File: src/fruj_pkg.sv
// Package with operation codes, field layouts and carrier structs for the unary/jump unit.
package fruj_pkg;

  // Field widths of the decoded operands.
  localparam int unsigned DATA_W   = 8;
  localparam int unsigned FADDR_W  = 7;
  localparam int unsigned LIT_W    = 11;
  localparam int unsigned PC_W     = 13;
  localparam int unsigned PAGE_W   = 2;

  // Page-latch field position that feeds the upper program counter bits.
  localparam int unsigned PAGE_LO  = 3;
  localparam int unsigned PAGE_HI  = 4;

  // Destination select values.
  localparam logic DEST_WORK = 1'b0;
  localparam logic DEST_FILE = 1'b1;

  // Constant byte values.
  localparam logic [7:0] BYTE_ZERO = 8'h00;
  localparam logic [7:0] BYTE_ONE  = 8'h01;
  localparam logic [7:0] BYTE_MAX  = 8'hff;

  // Operations this unit executes.
  typedef enum logic [2:0] {
    FRUJ_OP_NONE,
    FRUJ_OP_COMPLEMENT_FILE,
    FRUJ_OP_CLEAR_WORKING,
    FRUJ_OP_DECREMENT_FILE,
    FRUJ_OP_DECREMENT_SKIP_ZERO,
    FRUJ_OP_INCREMENT_SKIP_ZERO,
    FRUJ_OP_UNCONDITIONAL_JUMP
  } fruj_op_type;

  // Decoded instruction from the decoder.
  typedef struct packed {
    fruj_op_type        op;
    logic               dest;
    logic [6:0]         faddr;
    logic [10:0]        literal;
  } fruj_instr_type;

  // Write-back results toward register file, status and program counter.
  typedef struct packed {
    logic               work_we;
    logic               file_we;
    logic [6:0]         faddr;
    logic [7:0]         data;
    logic               zero_we;
    logic               zero_val;
    logic               pc_we;
    logic [12:0]        pc_val;
    logic               flush;
  } fruj_result_type;

endpackage

File: src/fruj_alu.sv
// Combinational byte unit: complement, decrement, increment and zero detect.
`timescale 1ns/100ps
module fruj_alu #(
  parameter int unsigned WIDTH = fruj_pkg::DATA_W
) (
  // Operation and operand.
  input  wire fruj_pkg::fruj_op_type op,
  input  wire logic [WIDTH-1:0]      operand,
  // Result.
  output logic [WIDTH-1:0]           result,
  output logic                       is_zero
);

  initial begin
    if (WIDTH != fruj_pkg::DATA_W) begin
      $error("fruj_alu supports only the 8-bit data width");
    end
  end

  wire logic [WIDTH-1:0] one_w = WIDTH'(fruj_pkg::BYTE_ONE);
  // The width of each sum equals the operand, so wraparound is modulo 256.
  wire logic [WIDTH-1:0] inc_w = operand + one_w;
  wire logic [WIDTH-1:0] dec_w = operand - one_w;
  wire logic [WIDTH-1:0] cpl_w = ~operand;

  // Result selection by operation.
  assign result =
    (op == fruj_pkg::FRUJ_OP_COMPLEMENT_FILE)     ? cpl_w :
    (op == fruj_pkg::FRUJ_OP_DECREMENT_FILE)      ? dec_w :
    (op == fruj_pkg::FRUJ_OP_DECREMENT_SKIP_ZERO) ? dec_w :
    (op == fruj_pkg::FRUJ_OP_INCREMENT_SKIP_ZERO) ? inc_w :
    WIDTH'(fruj_pkg::BYTE_ZERO);
  assign is_zero = (result == WIDTH'(fruj_pkg::BYTE_ZERO));

endmodule

File: src/fruj_unit.sv
// Execution unit for file complement, clear working, decrements, increment-skip and jump.
`timescale 1ns/100ps
module fruj_unit (
  // Clock and reset.
  input  wire logic                         sys_clk,
  input  wire logic                         rst_n,
  // Decoded instruction, valid for one cycle.
  input  wire logic                         instr_valid,
  input  wire fruj_pkg::fruj_instr_type     instr,
  // Operand read from the addressed file register.
  input  wire logic [7:0]                   file_rdata,
  // Page latch register contents.
  input  wire logic [7:0]                   page_latch_upper,
  // Registered write-back results.
  output fruj_pkg::fruj_result_type         result,
  // High while the unit accepts a new instruction.
  output logic                              ready
);

  // Pipeline state: the second cycle of a skip or jump executes a no-operation.
  typedef enum logic {
    FRUJ_ST_RUN,
    FRUJ_ST_FLUSH
  } fruj_state_type;

  fruj_state_type            state_q;
  fruj_state_type            state_d;
  fruj_pkg::fruj_result_type result_q;
  fruj_pkg::fruj_result_type result_d;

  wire logic [7:0] alu_res;
  wire logic       alu_zero;

  // Shared byte arithmetic.
  fruj_alu #(
    .WIDTH (fruj_pkg::DATA_W)
  ) u_alu (
    .op      (instr.op),
    .operand (file_rdata),
    .result  (alu_res),
    .is_zero (alu_zero)
  );

  // Operation decode; a flushed slot takes nothing, acting as a no-operation.
  wire logic take    = instr_valid && (state_q == FRUJ_ST_RUN);
  wire logic is_cpl  = take && (instr.op == fruj_pkg::FRUJ_OP_COMPLEMENT_FILE);
  wire logic is_clear_working_op = take && (instr.op == fruj_pkg::FRUJ_OP_CLEAR_WORKING);
  wire logic is_dec  = take && (instr.op == fruj_pkg::FRUJ_OP_DECREMENT_FILE);
  wire logic is_dsz  = take && (instr.op == fruj_pkg::FRUJ_OP_DECREMENT_SKIP_ZERO);
  wire logic is_isz  = take && (instr.op == fruj_pkg::FRUJ_OP_INCREMENT_SKIP_ZERO);
  wire logic is_jmp  = take && (instr.op == fruj_pkg::FRUJ_OP_UNCONDITIONAL_JUMP);
  wire logic is_byte = is_cpl || is_dec || is_dsz || is_isz;
  wire logic to_file = (instr.dest == fruj_pkg::DEST_FILE);

  // Skip fires on a zero result; the jump always flushes.
  wire logic skip_w  = (is_dsz || is_isz) && alu_zero;
  wire logic flush_w = skip_w || is_jmp;

  // Jump target: page bits above the 11-bit literal.
  wire logic [1:0]  page_w = page_latch_upper[fruj_pkg::PAGE_HI:fruj_pkg::PAGE_LO];
  wire logic [12:0] target_w = {page_w, instr.literal};

  // Next write-back values.
  always_comb begin
    result_d          = '0;
    result_d.faddr    = instr.faddr;
    result_d.work_we  = (is_byte && !to_file) || is_clear_working_op;
    result_d.file_we  = is_byte && to_file;
    result_d.data     = is_clear_working_op ? fruj_pkg::BYTE_ZERO : alu_res;
    // Only complement, decrement and clear touch the zero flag.
    result_d.zero_we  = is_cpl || is_dec || is_clear_working_op;
    result_d.zero_val = is_clear_working_op ? 1'b1 : alu_zero;
    result_d.pc_we    = is_jmp;
    result_d.pc_val   = is_jmp ? target_w : '0;
    result_d.flush    = flush_w;
  end

  // Enter the no-operation slot after a taken skip or a jump.
  assign state_d = flush_w ? FRUJ_ST_FLUSH : FRUJ_ST_RUN;

  // State and result registers.
  always_ff @(posedge sys_clk or negedge rst_n) begin
    if (!rst_n) begin
      state_q  <= FRUJ_ST_RUN;
      result_q <= '0;
    end else begin
      state_q  <= state_d;
      result_q <= result_d;
    end
  end

  assign result = result_q;
  // During the flush slot the fetched instruction is discarded.
  assign ready  = (state_q == FRUJ_ST_RUN);

  // Checks.
  property p_cpl;
    @(posedge sys_clk) disable iff (!rst_n)
      is_cpl |=> result.zero_we && (result.data == ~$past(file_rdata))
                 && (result.file_we == $past(to_file)) && (result.work_we != result.file_we);
  endproperty
  a_cpl: assert property (p_cpl) else $error("complement result wrong");

  property p_clear_working_op;
    @(posedge sys_clk) disable iff (!rst_n)
      is_clear_working_op |=> result.work_we && result.zero_we && result.zero_val
                  && (result.data == fruj_pkg::BYTE_ZERO);
  endproperty
  a_clear_working_op: assert property (p_clear_working_op) else $error("clear working wrong");

  property p_dec;
    @(posedge sys_clk) disable iff (!rst_n)
      is_dec |=> result.zero_we && (result.data == $past(file_rdata) - 8'h01)
                 && (result.zero_val == (result.data == 8'h00));
  endproperty
  a_dec: assert property (p_dec) else $error("decrement wrong");

  property p_dsz_data;
    @(posedge sys_clk) disable iff (!rst_n)
      is_dsz |=> !result.zero_we && (result.data == $past(file_rdata) - 8'h01)
                 && (result.file_we == $past(to_file));
  endproperty
  a_dsz_data: assert property (p_dsz_data) else $error("decrement-skip data wrong");

  property p_dsz_skip;
    @(posedge sys_clk) disable iff (!rst_n)
      (is_dsz && file_rdata == 8'h01) |=> result.flush && !ready ##1 ready;
  endproperty
  a_dsz_skip: assert property (p_dsz_skip) else $error("decrement-skip flush wrong");

  property p_isz_data;
    @(posedge sys_clk) disable iff (!rst_n)
      is_isz |=> !result.zero_we && (result.data == $past(file_rdata) + 8'h01);
  endproperty
  a_isz_data: assert property (p_isz_data) else $error("increment-skip data wrong");

  property p_isz_skip;
    @(posedge sys_clk) disable iff (!rst_n)
      is_isz |=> (result.flush == ($past(file_rdata) == 8'hff)) && (ready == !result.flush);
  endproperty
  a_isz_skip: assert property (p_isz_skip) else $error("increment-skip flush wrong");

  property p_jmp;
    @(posedge sys_clk) disable iff (!rst_n)
      is_jmp |=> result.pc_we && !result.zero_we && result.flush
                 && (result.pc_val == {$past(page_latch_upper[4:3]), $past(instr.literal)});
  endproperty
  a_jmp: assert property (p_jmp) else $error("jump target wrong");

  property p_jmp_two;
    @(posedge sys_clk) disable iff (!rst_n)
      is_jmp |=> !ready ##1 (ready && !result.pc_we && !result.work_we && !result.file_we);
  endproperty
  a_jmp_two: assert property (p_jmp_two) else $error("jump not two cycles");

  // The slot after a skip or jump must leave no write, flag or flush behind.
  property p_refuse;
    @(posedge sys_clk) disable iff (!rst_n)
      (state_q == FRUJ_ST_FLUSH) |=> !result.work_we && !result.file_we && !result.pc_we
                                     && !result.zero_we && !result.flush;
  endproperty
  a_refuse: assert property (p_refuse) else $error("flush slot not idle");

  // The complement must report zero exactly when its byte is zero.
  property p_cpl_zero;
    @(posedge sys_clk) disable iff (!rst_n)
      is_cpl |=> (result.zero_val == (result.data == fruj_pkg::BYTE_ZERO));
  endproperty
  a_cpl_zero: assert property (p_cpl_zero) else $error("complement zero wrong");

  // Increment-skip routes its byte by the destination bit only.
  property p_isz_dest;
    @(posedge sys_clk) disable iff (!rst_n)
      is_isz |=> (result.file_we == $past(to_file)) && (result.work_we == !$past(to_file));
  endproperty
  a_isz_dest: assert property (p_isz_dest) else $error("increment-skip route wrong");

  // Decrement-skip routes its byte by the destination bit only.
  property p_dsz_dest;
    @(posedge sys_clk) disable iff (!rst_n)
      is_dsz |=> (result.file_we == $past(to_file)) && (result.work_we == !$past(to_file));
  endproperty
  a_dsz_dest: assert property (p_dsz_dest) else $error("decrement-skip route wrong");

  // A nonzero decrement-skip result must not cost a cycle.
  property p_dsz_noskip;
    @(posedge sys_clk) disable iff (!rst_n)
      (is_dsz && !alu_zero) |=> !result.flush && ready;
  endproperty
  a_dsz_noskip: assert property (p_dsz_noskip) else $error("decrement-skip flushed");

  // Decrementing the zero byte wraps to the all-ones byte.
  property p_wrap;
    @(posedge sys_clk) disable iff (!rst_n)
      (is_dec && file_rdata == fruj_pkg::BYTE_ZERO) |=> (result.data == fruj_pkg::BYTE_MAX)
                                                       && !result.zero_val;
  endproperty
  a_wrap: assert property (p_wrap) else $error("decrement wrap wrong");

  // The low program counter bits carry the whole eleven-bit literal.
  property p_jmp_lit;
    @(posedge sys_clk) disable iff (!rst_n)
      is_jmp |=> (result.pc_val[10:0] == $past(instr.literal));
  endproperty
  a_jmp_lit: assert property (p_jmp_lit) else $error("jump literal wrong");

  // An idle operation code writes nothing, so an undecoded slot is harmless.
  property p_none;
    @(posedge sys_clk) disable iff (!rst_n)
      (take && instr.op == fruj_pkg::FRUJ_OP_NONE) |=> !result.work_we && !result.file_we
                                                       && !result.pc_we && !result.zero_we;
  endproperty
  a_none: assert property (p_none) else $error("idle operation wrote");

  // Coverage of the main scenarios.
  c_dsz_skip: cover property (@(posedge sys_clk) disable iff (!rst_n) is_dsz && alu_zero);
  c_isz_wrap: cover property (@(posedge sys_clk) disable iff (!rst_n)
                              is_isz && file_rdata == 8'hff);
  c_jmp:      cover property (@(posedge sys_clk) disable iff (!rst_n) is_jmp);
  c_cpl_file: cover property (@(posedge sys_clk) disable iff (!rst_n) is_cpl && to_file);

endmodule

File: config.mk
export PLATFORM = sky130hd
export DESIGN_NAME = fruj_unit
export DESIGN_NICKNAME = d
export VERILOG_FILES = /design/src/fruj_pkg.sv /design/src/fruj_alu.sv /design/src/fruj_unit.sv
export SDC_FILE = /design/constraint.sdc
export NUM_CORES = 1
export LEC_CHECK = 0
export BUFFER_PORTS_ARGS = -buffer_cell sky130_fd_sc_hd__buf_2
export CORE_ASPECT_RATIO = 1.25
export CORE_MARGIN = 1.5
export CORE_UTILIZATION = 42
export DETAILED_ROUTE_END_ITERATION = 10
export PLACE_DENSITY_LB_ADDON = 0.08
export SYNTH_ARGS = -nofsm -noshare
export SYNTH_HDL_FRONTEND = slang
export SYNTH_SLANG_ARGS = --single-unit
export TNS_END_PERCENT = 30
File: constraint.sdc
create_clock -name sys_clk -period 1.2 [get_ports sys_clk]
set_clock_uncertainty 0.05 [all_clocks]
set_input_delay 0.24 -clock sys_clk [delete_from_list [all_inputs] [get_ports sys_clk]]
set_output_delay 0.24 -clock sys_clk [all_outputs]
set_load 0.02 [all_outputs]
==> metrics.txt, run 1 <==
Hold Path Class in2reg; worst path required time 1350 ps; worst setup path category in2reg; Final Worst Setup Slack -635 ps; Antenna Violating Nets Remaining 0; max cap viols 0; Tcrit/Tclk final 153%; synth unique cells 48; Cell Area, Placed 2450 µm²; first-pass GRT wire length 7.27 mm; crit path capture type register; initial antenna violation count 0; clk sink count 34; worst r2r path cells 4; final setup violation count 15; Routed wire per std cell 13.8 µm; Via Count 1698; design area 2760 µm²; P_sw 721 µW; GRT Total Usage 21.8%; Starting Density 44.1%; leading area contributor after synthesis dfrtp_1; synthesized area per cell 10.2 µm²; max reg flops 34; Multi-input gate area 895 µm²; Storage cell area 851 µm²; Yosys warning count 0; endpoints failing hold 0; antenna diode count 0; # fillers 306; CTS tree done; synthesis-stage register bit count 34; Most used DFF post-synth dfrtp_1; # rows 25; Max Clk Rate 0.545 GHz; FF-to-FF End result[0]; syn nets 208; status complete, but fails checks; Area contributors post-synth dfrtp_1 (51%), and2_1 (4.8%), nand2_1 (2.9%), nor2b_1 (2.6%), nor2_1 (2.2%); Worst slew margin 73.2%; clock latency on the worst-skew pair 270 ps; Slew Viols, Final 0; crit path time final 1830 ps; number of synthesized flops with an enable pin 0; combinational share of power 24.8%; total grt overflow 0; share of cells above drive strength 1 56.9%; die area 4400 µm²; area share of the largest cell type after synthesis 50.5%; worst-margin pin slew 402 ps; Worst setup endpoint result[0]; post-synthesis sequential area ratio 50.5%; Max FO, Critical Path 4; Clock power frac 30.5%; number of I/O pins 76; Tot Pwr 2710 µW; TritonCTS Buffers 5; vias in the first global route 1683; Die W 59.6 µm; Pleak 0.00142 µW; Clock Path Buffers 2; worst reg2reg setup slack -200 ps; # nets final 325; switch share 26.6%; failing checks setup timing; DRC 0; Post-Syn Instances 165; largest net degree at the start of global routing 35; routability cong. 0.889; VDD IR max 0.369 mV; area grow syn2layout 63.7%; r2r startpoint result[0]; Routed Wire Length 4.65 mm; Post-Syn Area 1680 µm²; CP Launch Type primary input; Root Buffer clkbuf_8; PD cells 982 nW/µm²; drt pass-1 iters 4; WP data arrival 1980 ps; RSZ-0062 raised after global routing true; Core Util, Final 72.2%; Detailed Place HPWL 3.59 mm; detailed router's first-iteration violation count 57; Via density 5.04; Reg clk slew, reported paths 60 ps; # port buffers 69; H-tree depth 2; Internal Pwr Total 1990 µW; Post-synth ARST share 100%; core area 3820 µm²; crit path launch file_rdata[1]; Die Span Y 73.8 µm; Reg power frac 44.7%
[through the flow]
stage	hold WS, ps	setup TNS [ps]	instances	worst slack, ps
5_1_grt	4.98	-3480	337	-683
6_report	17.9	-1920	337	-635
2_1_floorplan	-106	-2450	165	-814
3_3_place_gp	220	-7660	323	-941
3_5_place_dp	234	-7860	323	-969
4_1_cts	8.67	-1810	333	-628
[metal layers]
metal,part of all wire (%),GRT usage (%)
met1,35,21.7
met2,56,40.5
met3,5.2,4.58
met4,3.0,12.3
met5,0,0
[worst max-delay path: stages]
cell      delay [ps]
buf_8            110
inv_6             50
ha_4             130
or4b_4           480
o211ai_1         180
o311a_1          190
a31oi_1           50
or4_1            410
o21bai_1         150
[power by group through the flow]
stage                     registers, µW  clock network [µW]  logic [µW]
after CTS                          1210                 853         640
after floorplan                    1300                   0         230
after detailed placement           1230                   0         601
after global routing               1220                 884         727
after global placement             1230                   0         588
final                              1210                 825         673
[layout by cell type (no fill, tap or decap), drive strengths merged, types with 2 or more instances in the layout]
cell type,n
o21ai,7
clkbuf,8
a211oi,2
or4b,2
dfrtp,34
and2,13
a21oi,4
mux2,2
nand2b,4
or3,2
nand3,7
ha,2
nor4b,2
o2111ai,2
nand4b,2
nor2,10
o21bai,2
xnor2,2
nor3,5
a211o,2
nand2,13
nor3b,2
o311a,2
buf,120
inv,6
nor2b,7
[what timing repair did]
action,in CTS,in global routing
endpoints found under the hold margin,34,0
endpoints found under the setup margin,22,22
resized for setup,26,16
pin swaps,7,9
hold buffers,1,0
setup buffers,1,4
cloned,0,1
[worst min path at each step]
stage                          from         end  cells after the start
final                     instr[12]  result[26]                      1
after global routing      instr[12]  result[26]                      1
after CTS                 instr[13]  result[27]                      1
after detailed placement      rst_n  result[28]                      2
after global placement        rst_n  result[28]                      2
after floorplan               rst_n   result[0]                      0
[synthesized netlist by cell type (2+ instances only)]
cell type and instances:
xnor2_1 2, a21oi_1 4, and2_1 13, nand2_1 13, dfrtp_1 34, buf_2 2
a211o_1 2, inv_1 6, nand4b_1 2, or4b_4 2, nor3_1 5, a211oi_1 2
nand2b_1 4, mux2_2 2, o21bai_1 2, nand3_1 6, or3_1 2, clkbuf_1 7
nor3b_1 2, nor2b_1 7, nor4b_1 2, buf_6 2, ha_1 2, o21ai_0 7
nor2_1 10
[layout make-up]
cell class	count	share of cell area, %
clock inverters	1	0.182
multi-input cells	113	32.5
inverters	6	1.09
clock buffers	7	3.13
well taps	54	2.45
repair buffers	122	29.8
flip-flops and latches	34	30.9
[cells by family (layout without fill, tap and decap cells)]
logic type	Yosys count	in the layout	synth area share [%]
and+or+nand+nor	77	77	27.0
muxes	2	2	1.34
adders and majority gates	2	2	1.49
AOI/OAI and AO/OA	30	30	13.4
xor gates and xnor gates	2	2	1.04
buffers and inverters	18	136	5.28
DFF	34	34	50.5
Power figures use the tool's default switching activity.
==> inputs of run 2 (changes only) <==
--- a/config.mk
+++ b/config.mk
@@ -11,6 +11,7 @@
 export CORE_UTILIZATION = 42
 export DETAILED_ROUTE_END_ITERATION = 10
 export PLACE_DENSITY_LB_ADDON = 0.08
+export SETUP_SLACK_MARGIN = 0.15
 export SYNTH_ARGS = -nofsm -noshare
 export SYNTH_HDL_FRONTEND = slang
 export SYNTH_SLANG_ARGS = --single-unit
==> run 2 against run 1 <==
Net effect:
- the run still ends with setup timing left
- combinational power is 13% higher
- total power is 5.5% higher
- critical path depth is 2 lower
- critical path type unchanged
==> metrics.txt, run 2 (synthesis results as in run 1) <==
share of cells above drive strength 1 57.7% (+0.86 points); Pleak 0.00148 µW (+4.7%); Slew Viols, Final 0 (unchanged); initial antenna violation count 0 (unchanged); # nets final 326 (+0.31%); crit path time final 1810 ps (-28.0 ps); max reg flops 34 (unchanged); die area 4400 µm² (unchanged); Max FO, Critical Path 4 (unchanged); CTS tree done; clock latency on the worst-skew pair 280 ps (about the same); core area 3820 µm² (unchanged); Tcrit/Tclk final 151% (-2.3 points); worst-margin pin slew 340 ps (-62.3 ps); # port buffers 69 (unchanged); Reg clk slew, reported paths 70 ps (about the same); endpoints failing hold 0 (unchanged); CP Launch Type primary input; # rows 25 (unchanged); VDD IR max 0.399 mV (+8.0%); largest net degree at the start of global routing 25 (-29%); area grow syn2layout 80.1%; Via Count 1723 (+1.5%); Antenna Violating Nets Remaining 0 (unchanged); Hold Path Class in2reg; status complete, but fails checks; Routed wire per std cell 15.7 µm (+14%); most common cell after layout, fill and taps aside buf_6; # fillers 253 (-17%); total grt overflow 0 (unchanged); DRC 0 (unchanged); H-tree depth 2 (unchanged); number of I/O pins 76 (unchanged); crit path launch file_rdata[0]; antenna diode count 0 (unchanged); Clock Path Buffers 2 (unchanged); hold wc startpoint instr[14]; DP Worst Slack -1020 ps (-48.2 ps); vias in the first global route 1712 (+1.7%); hold path cells 1 (unchanged); Die W 59.6 µm (unchanged); worst setup path category in2reg; Worst slew margin 77.1% (+4.0 points); Hold Path Sink result[28]; RSZ-0062 raised after global routing true; Final Worst Setup Slack -607 ps (+28.0 ps); Starting Density 44.1% (unchanged); crit path capture type register; PD cells 942 nW/µm² (-4.1%); Routed Wire Length 5.31 mm (+14%); Root Buffer clkbuf_8; Detailed Place HPWL 3.60 mm (+0.12%); FF-to-FF End result[0]; Tot Pwr 2860 µW (+5.5%); GRT Total Usage 24.0% (+2.2 points); worst reg2reg setup slack -180 ps (+20 ps); worst r2r path cells 4 (unchanged); Max Clk Rate 0.553 GHz (+1.5%); WP data arrival 1950 ps (-30 ps); drt pass-1 iters 4 (unchanged); TritonCTS Buffers 5 (unchanged); clk sink count 34 (unchanged); worst path required time 1340 ps (about the same); routability cong. 0.874 (-1.8%); r2r startpoint result[0]; final setup violation count 21 (+6); Die Span Y 73.8 µm (unchanged); first-pass GRT wire length 7.87 mm (+8.3%); detailed router's first-iteration violation count 38 (-33%); most frequent cells in the layout buf_6 (43), buf_4 (41), dfrtp_1 (34); max cap viols 0 (unchanged); failing checks setup timing; Via density 5.10 (+1.2%)
[run 2: routing by layer]
layer / up-vias / wire, µm / track usage, %
li1: 818 / - / -
met1: 827 / 1960 / 24.6
met2: 69 / 3010 / 46.4
met3: 9 / 223 / 4.05
met4: 0 / 121 / 9.88
met5: - / 0 / 0
[run 2: cell type report]
class                   instances  area [µm²]  share of cell area [%]
repair buffers                123        1080                    35.7
multi-input cells             113         897                    29.6
flip-flops and latches         34         851                    28.1
clock buffers                   6        82.6                    2.72
well taps                      54        67.6                    2.23
inverters                       6        40.0                    1.32
clock inverters                 2        12.5                   0.413
[run 2: worst max-delay path by stage]
stage	end	depth (start not counted)	slack, ps
floorplan	result[15]	8	-810
global placement	result[15]	7	-950
detailed placement	result[15]	7	-1020
CTS	result[0]	9	-610
global route	result[0]	9	-680
finish	result[15]	7	-610
[run 2: repair_timing]
action	CTS	global route
setup endpoints to repair	58	57
setup buffers	5	1
pin swaps	14	6
endpoints found under the hold margin	10	4
gates cloned	1	0
hold buffers	1	4
resized for setup	112	7
[run 2: metrics by stage]
stage | util, % | TNS (ps) | std cells | area [µm²] | hold WS [ps]
final | 79.5 | -2180 | 338 | 3030 | 11.0
after global routing | 79.5 | -3480 | 338 | 3030 | 2.68
after detailed placement | 63.8 | -7770 | 318 | 2440 | 78.8
after floorplan | - | -2450 | 165 | 1820 | -106
after CTS | 77.4 | -1960 | 333 | 2960 | 0.781
after global placement | 63.8 | -7430 | 318 | 2440 | 66.6
[run 2: worst max-delay path: stages]
cell and delay, ps:
buf_8 110, or3_4 420, o2111ai_2 200, o311a_4 210, nand3_2 80, or4b_4 550, nor4_2 140
[run 2: where the power goes]
part	leakage [µW]	total, µW	switching [µW]	internal, µW
clock	0.0000472	868	407	461
sequential	0.000446	1230	27.8	1200
combinational	0.000990	762	357	405
==> inputs of run 3 (changes only) <==
--- a/config.mk
+++ b/config.mk
@@ -5,7 +5,7 @@
 export SDC_FILE = /design/constraint.sdc
 export NUM_CORES = 1
 export LEC_CHECK = 0
-export BUFFER_PORTS_ARGS = -buffer_cell sky130_fd_sc_hd__buf_2
+export BUFFER_PORTS_ARGS = -buffer_cell sky130_fd_sc_hd__buf_4
 export CORE_ASPECT_RATIO = 1.25
 export CORE_MARGIN = 1.5
 export CORE_UTILIZATION = 42
==> run 3 against run 2 <==
Net effect:
- fmax shrank 2.6%
- register-to-register slack lost 20 ps
- total power shrank 0.60%
- sequential cell count is the same
- final cell count shrank 1.8%
- first-iteration DRC count grew 7.9%
- global-route usage is essentially flat
- die area is the same
- design area grew 0.62%
- the run still ends with setup timing left
- via count shrank 2.9%
- sequential power is essentially flat
- sequential share of layout area shrank 0.17 points
==> metrics.txt, run 3 (synthesis results as in run 1) <==
VDD IR max 0.505 mV (+27%); Pleak 0.00146 µW (-1.3%); Die Span Y 73.8 µm (unchanged); area grow syn2layout 81.2%; Final Worst Setup Slack -656 ps (-48.6 ps); DRC 0 (unchanged); H-tree depth 2 (unchanged); drt pass-1 iters 4 (unchanged); # rows 25 (unchanged); Max Clk Rate 0.539 GHz (-2.6%); Tcrit/Tclk final 155% (+4.0 points); Root Buffer clkbuf_8; Antenna Violating Nets Remaining 0 (unchanged); largest net degree at the start of global routing 35 (+40%); Slew Viols, Final 0 (unchanged); PD cells 931 nW/µm² (-1.2%); first-pass GRT wire length 7.91 mm (+0.44%); final setup violation count 8 (-62%); vias in the first global route 1693 (-1.1%); most common cell after layout, fill and taps aside buf_4; TritonCTS Buffers 5 (unchanged); max reg flops 34 (unchanged); DP Worst Slack -996 ps (+21.7 ps); worst path required time 1350 ps (about the same); # nets final 320 (-1.8%); # port buffers 69 (unchanged); die area 4400 µm² (unchanged); Layout Cells excl Fill 332 (-1.8%); detailed router's first-iteration violation count 41 (+7.9%); core area 3820 µm² (unchanged); clock latency on the worst-skew pair 270 ps (about the same); Reg clk slew, reported paths 70 ps (about the same); Starting Density 44.1% (unchanged); Routed wire per std cell 15.7 µm (-0.34%); Via Count 1673 (-2.9%); Tot Pwr 2840 µW (-0.60%); Core Util, Final 80.0% (+0.49 points); worst-margin pin slew 413 ps (+72.6 ps); crit path time final 1860 ps (+48.6 ps); RSZ-0062 raised after global routing true; max cap viols 0 (unchanged); routability cong. 0.856 (-2.0%); CTS tree done; CP Launch Type primary input; endpoints failing hold 0 (unchanged); most frequent cells in the layout buf_4 (70), buf_6 (43), dfrtp_1 (34); Routed Wire Length 5.20 mm (-2.1%); failing checks setup timing; Hold Path Class in2reg; crit path capture type register; Clock Path Buffers 2 (unchanged); share of cells above drive strength 1 60.4% (+2.7 points); Detailed Place HPWL 3.60 mm (+0.10%); Worst slew margin 72.5% (-4.7 points); Fin Setup TNS -1780 ps (+399 ps); Placed Cells 316 (-0.63%); clk sink count 34 (unchanged); # fillers 261 (+3.2%); Via density 5.04 (-1.1%); WP data arrival 2000 ps (+50 ps); status complete, but fails checks; initial antenna violation count 0 (unchanged); number of I/O pins 76 (unchanged); antenna diode count 0 (unchanged); GRT Total Usage 24.0% (about the same); total grt overflow 0 (unchanged); Die W 59.6 µm (unchanged); Max FO, Critical Path 4 (unchanged); worst setup path category in2reg
## run 3: cell types whose count changed in the layout (fill, tap and decap cells not counted), moves of 4 or more
| cell | delta |
|---|---|
| buf_2 | -29 |
| buf_4 | +29 |
| buf_12 | -4 |
| dlygate4sd3_1 | -4 |
## run 3: critical path, stage by stage
cell,delay [ps]
buf_8,110
inv_6,50
ha_4,130
or4b_4,490
o211ai_1,210
o311a_1,200
a31oi_1,50
or4_1,400
o21bai_1,120
## run 3: what timing repair did
item | 4_1_cts | 5_1_grt
pin swaps | 7 | 10
endpoints found under the hold margin | 34 | 0
setup endpoints to repair | 58 | 57
resized for setup | 68 | 20
gates cloned | 1 | 0
hold buffers | 1 | 0
setup buffers | 3 | 3
## run 3: stage by stage
step / hold slack [ps] / instance area (µm²)
after floorplan: -106 / 1820
after global placement: 141 / 2560
after detailed placement: 150 / 2560
after CTS: 7.19 / 2960
after global routing: 4.60 / 3050
final: 16.7 / 3050
## run 3: worst paths after layout
| kind | cells after the start | end | from | slack (ps) |
|---|---|---|---|---|
| max | 9 | result[0] | file_rdata[1] | -660 |
| min | 1 | result[29] | instr[15] | 20 |
| max reg2reg | 4 | result[0] | result[0] | -200 |
| min reg2reg | 4 | result[16] | result[0] | 610 |
| max in group asynchronous | 2 | result[21] | rst_n | 400 |
| min in group asynchronous | 2 | result[29] | rst_n | 390 |
## run 3: cell type report
| type | count | area (µm²) | area share (%) |
|---|---|---|---|
| multi-input cells | 113 | 943 | 30.9 |
| clock inverters | 2 | 12.5 | 0.410 |
| inverters | 6 | 30.0 | 0.984 |
| well taps | 54 | 67.6 | 2.21 |
| flip-flops and latches | 34 | 851 | 27.9 |
| clock buffers | 6 | 82.6 | 2.71 |
| repair buffers | 117 | 1060 | 34.9 |
## run 3: per-layer routing
layer  routed length, µm  vias to the layer above  track usage, %
met2                2960                       59            47.4
met3                 218                       10            1.94
li1                    -                      804               -
met4                 108                        0            8.64
met1                1920                      800            25.6
met5                   0                        -               0
## run 3: power breakdown
group	switching, µW	leakage [µW]	internal [µW]
combinational	358	0.000971	406
sequential	26.6	0.000446	1200
clock	389	0.0000472	460
total	774	0.00146	2070
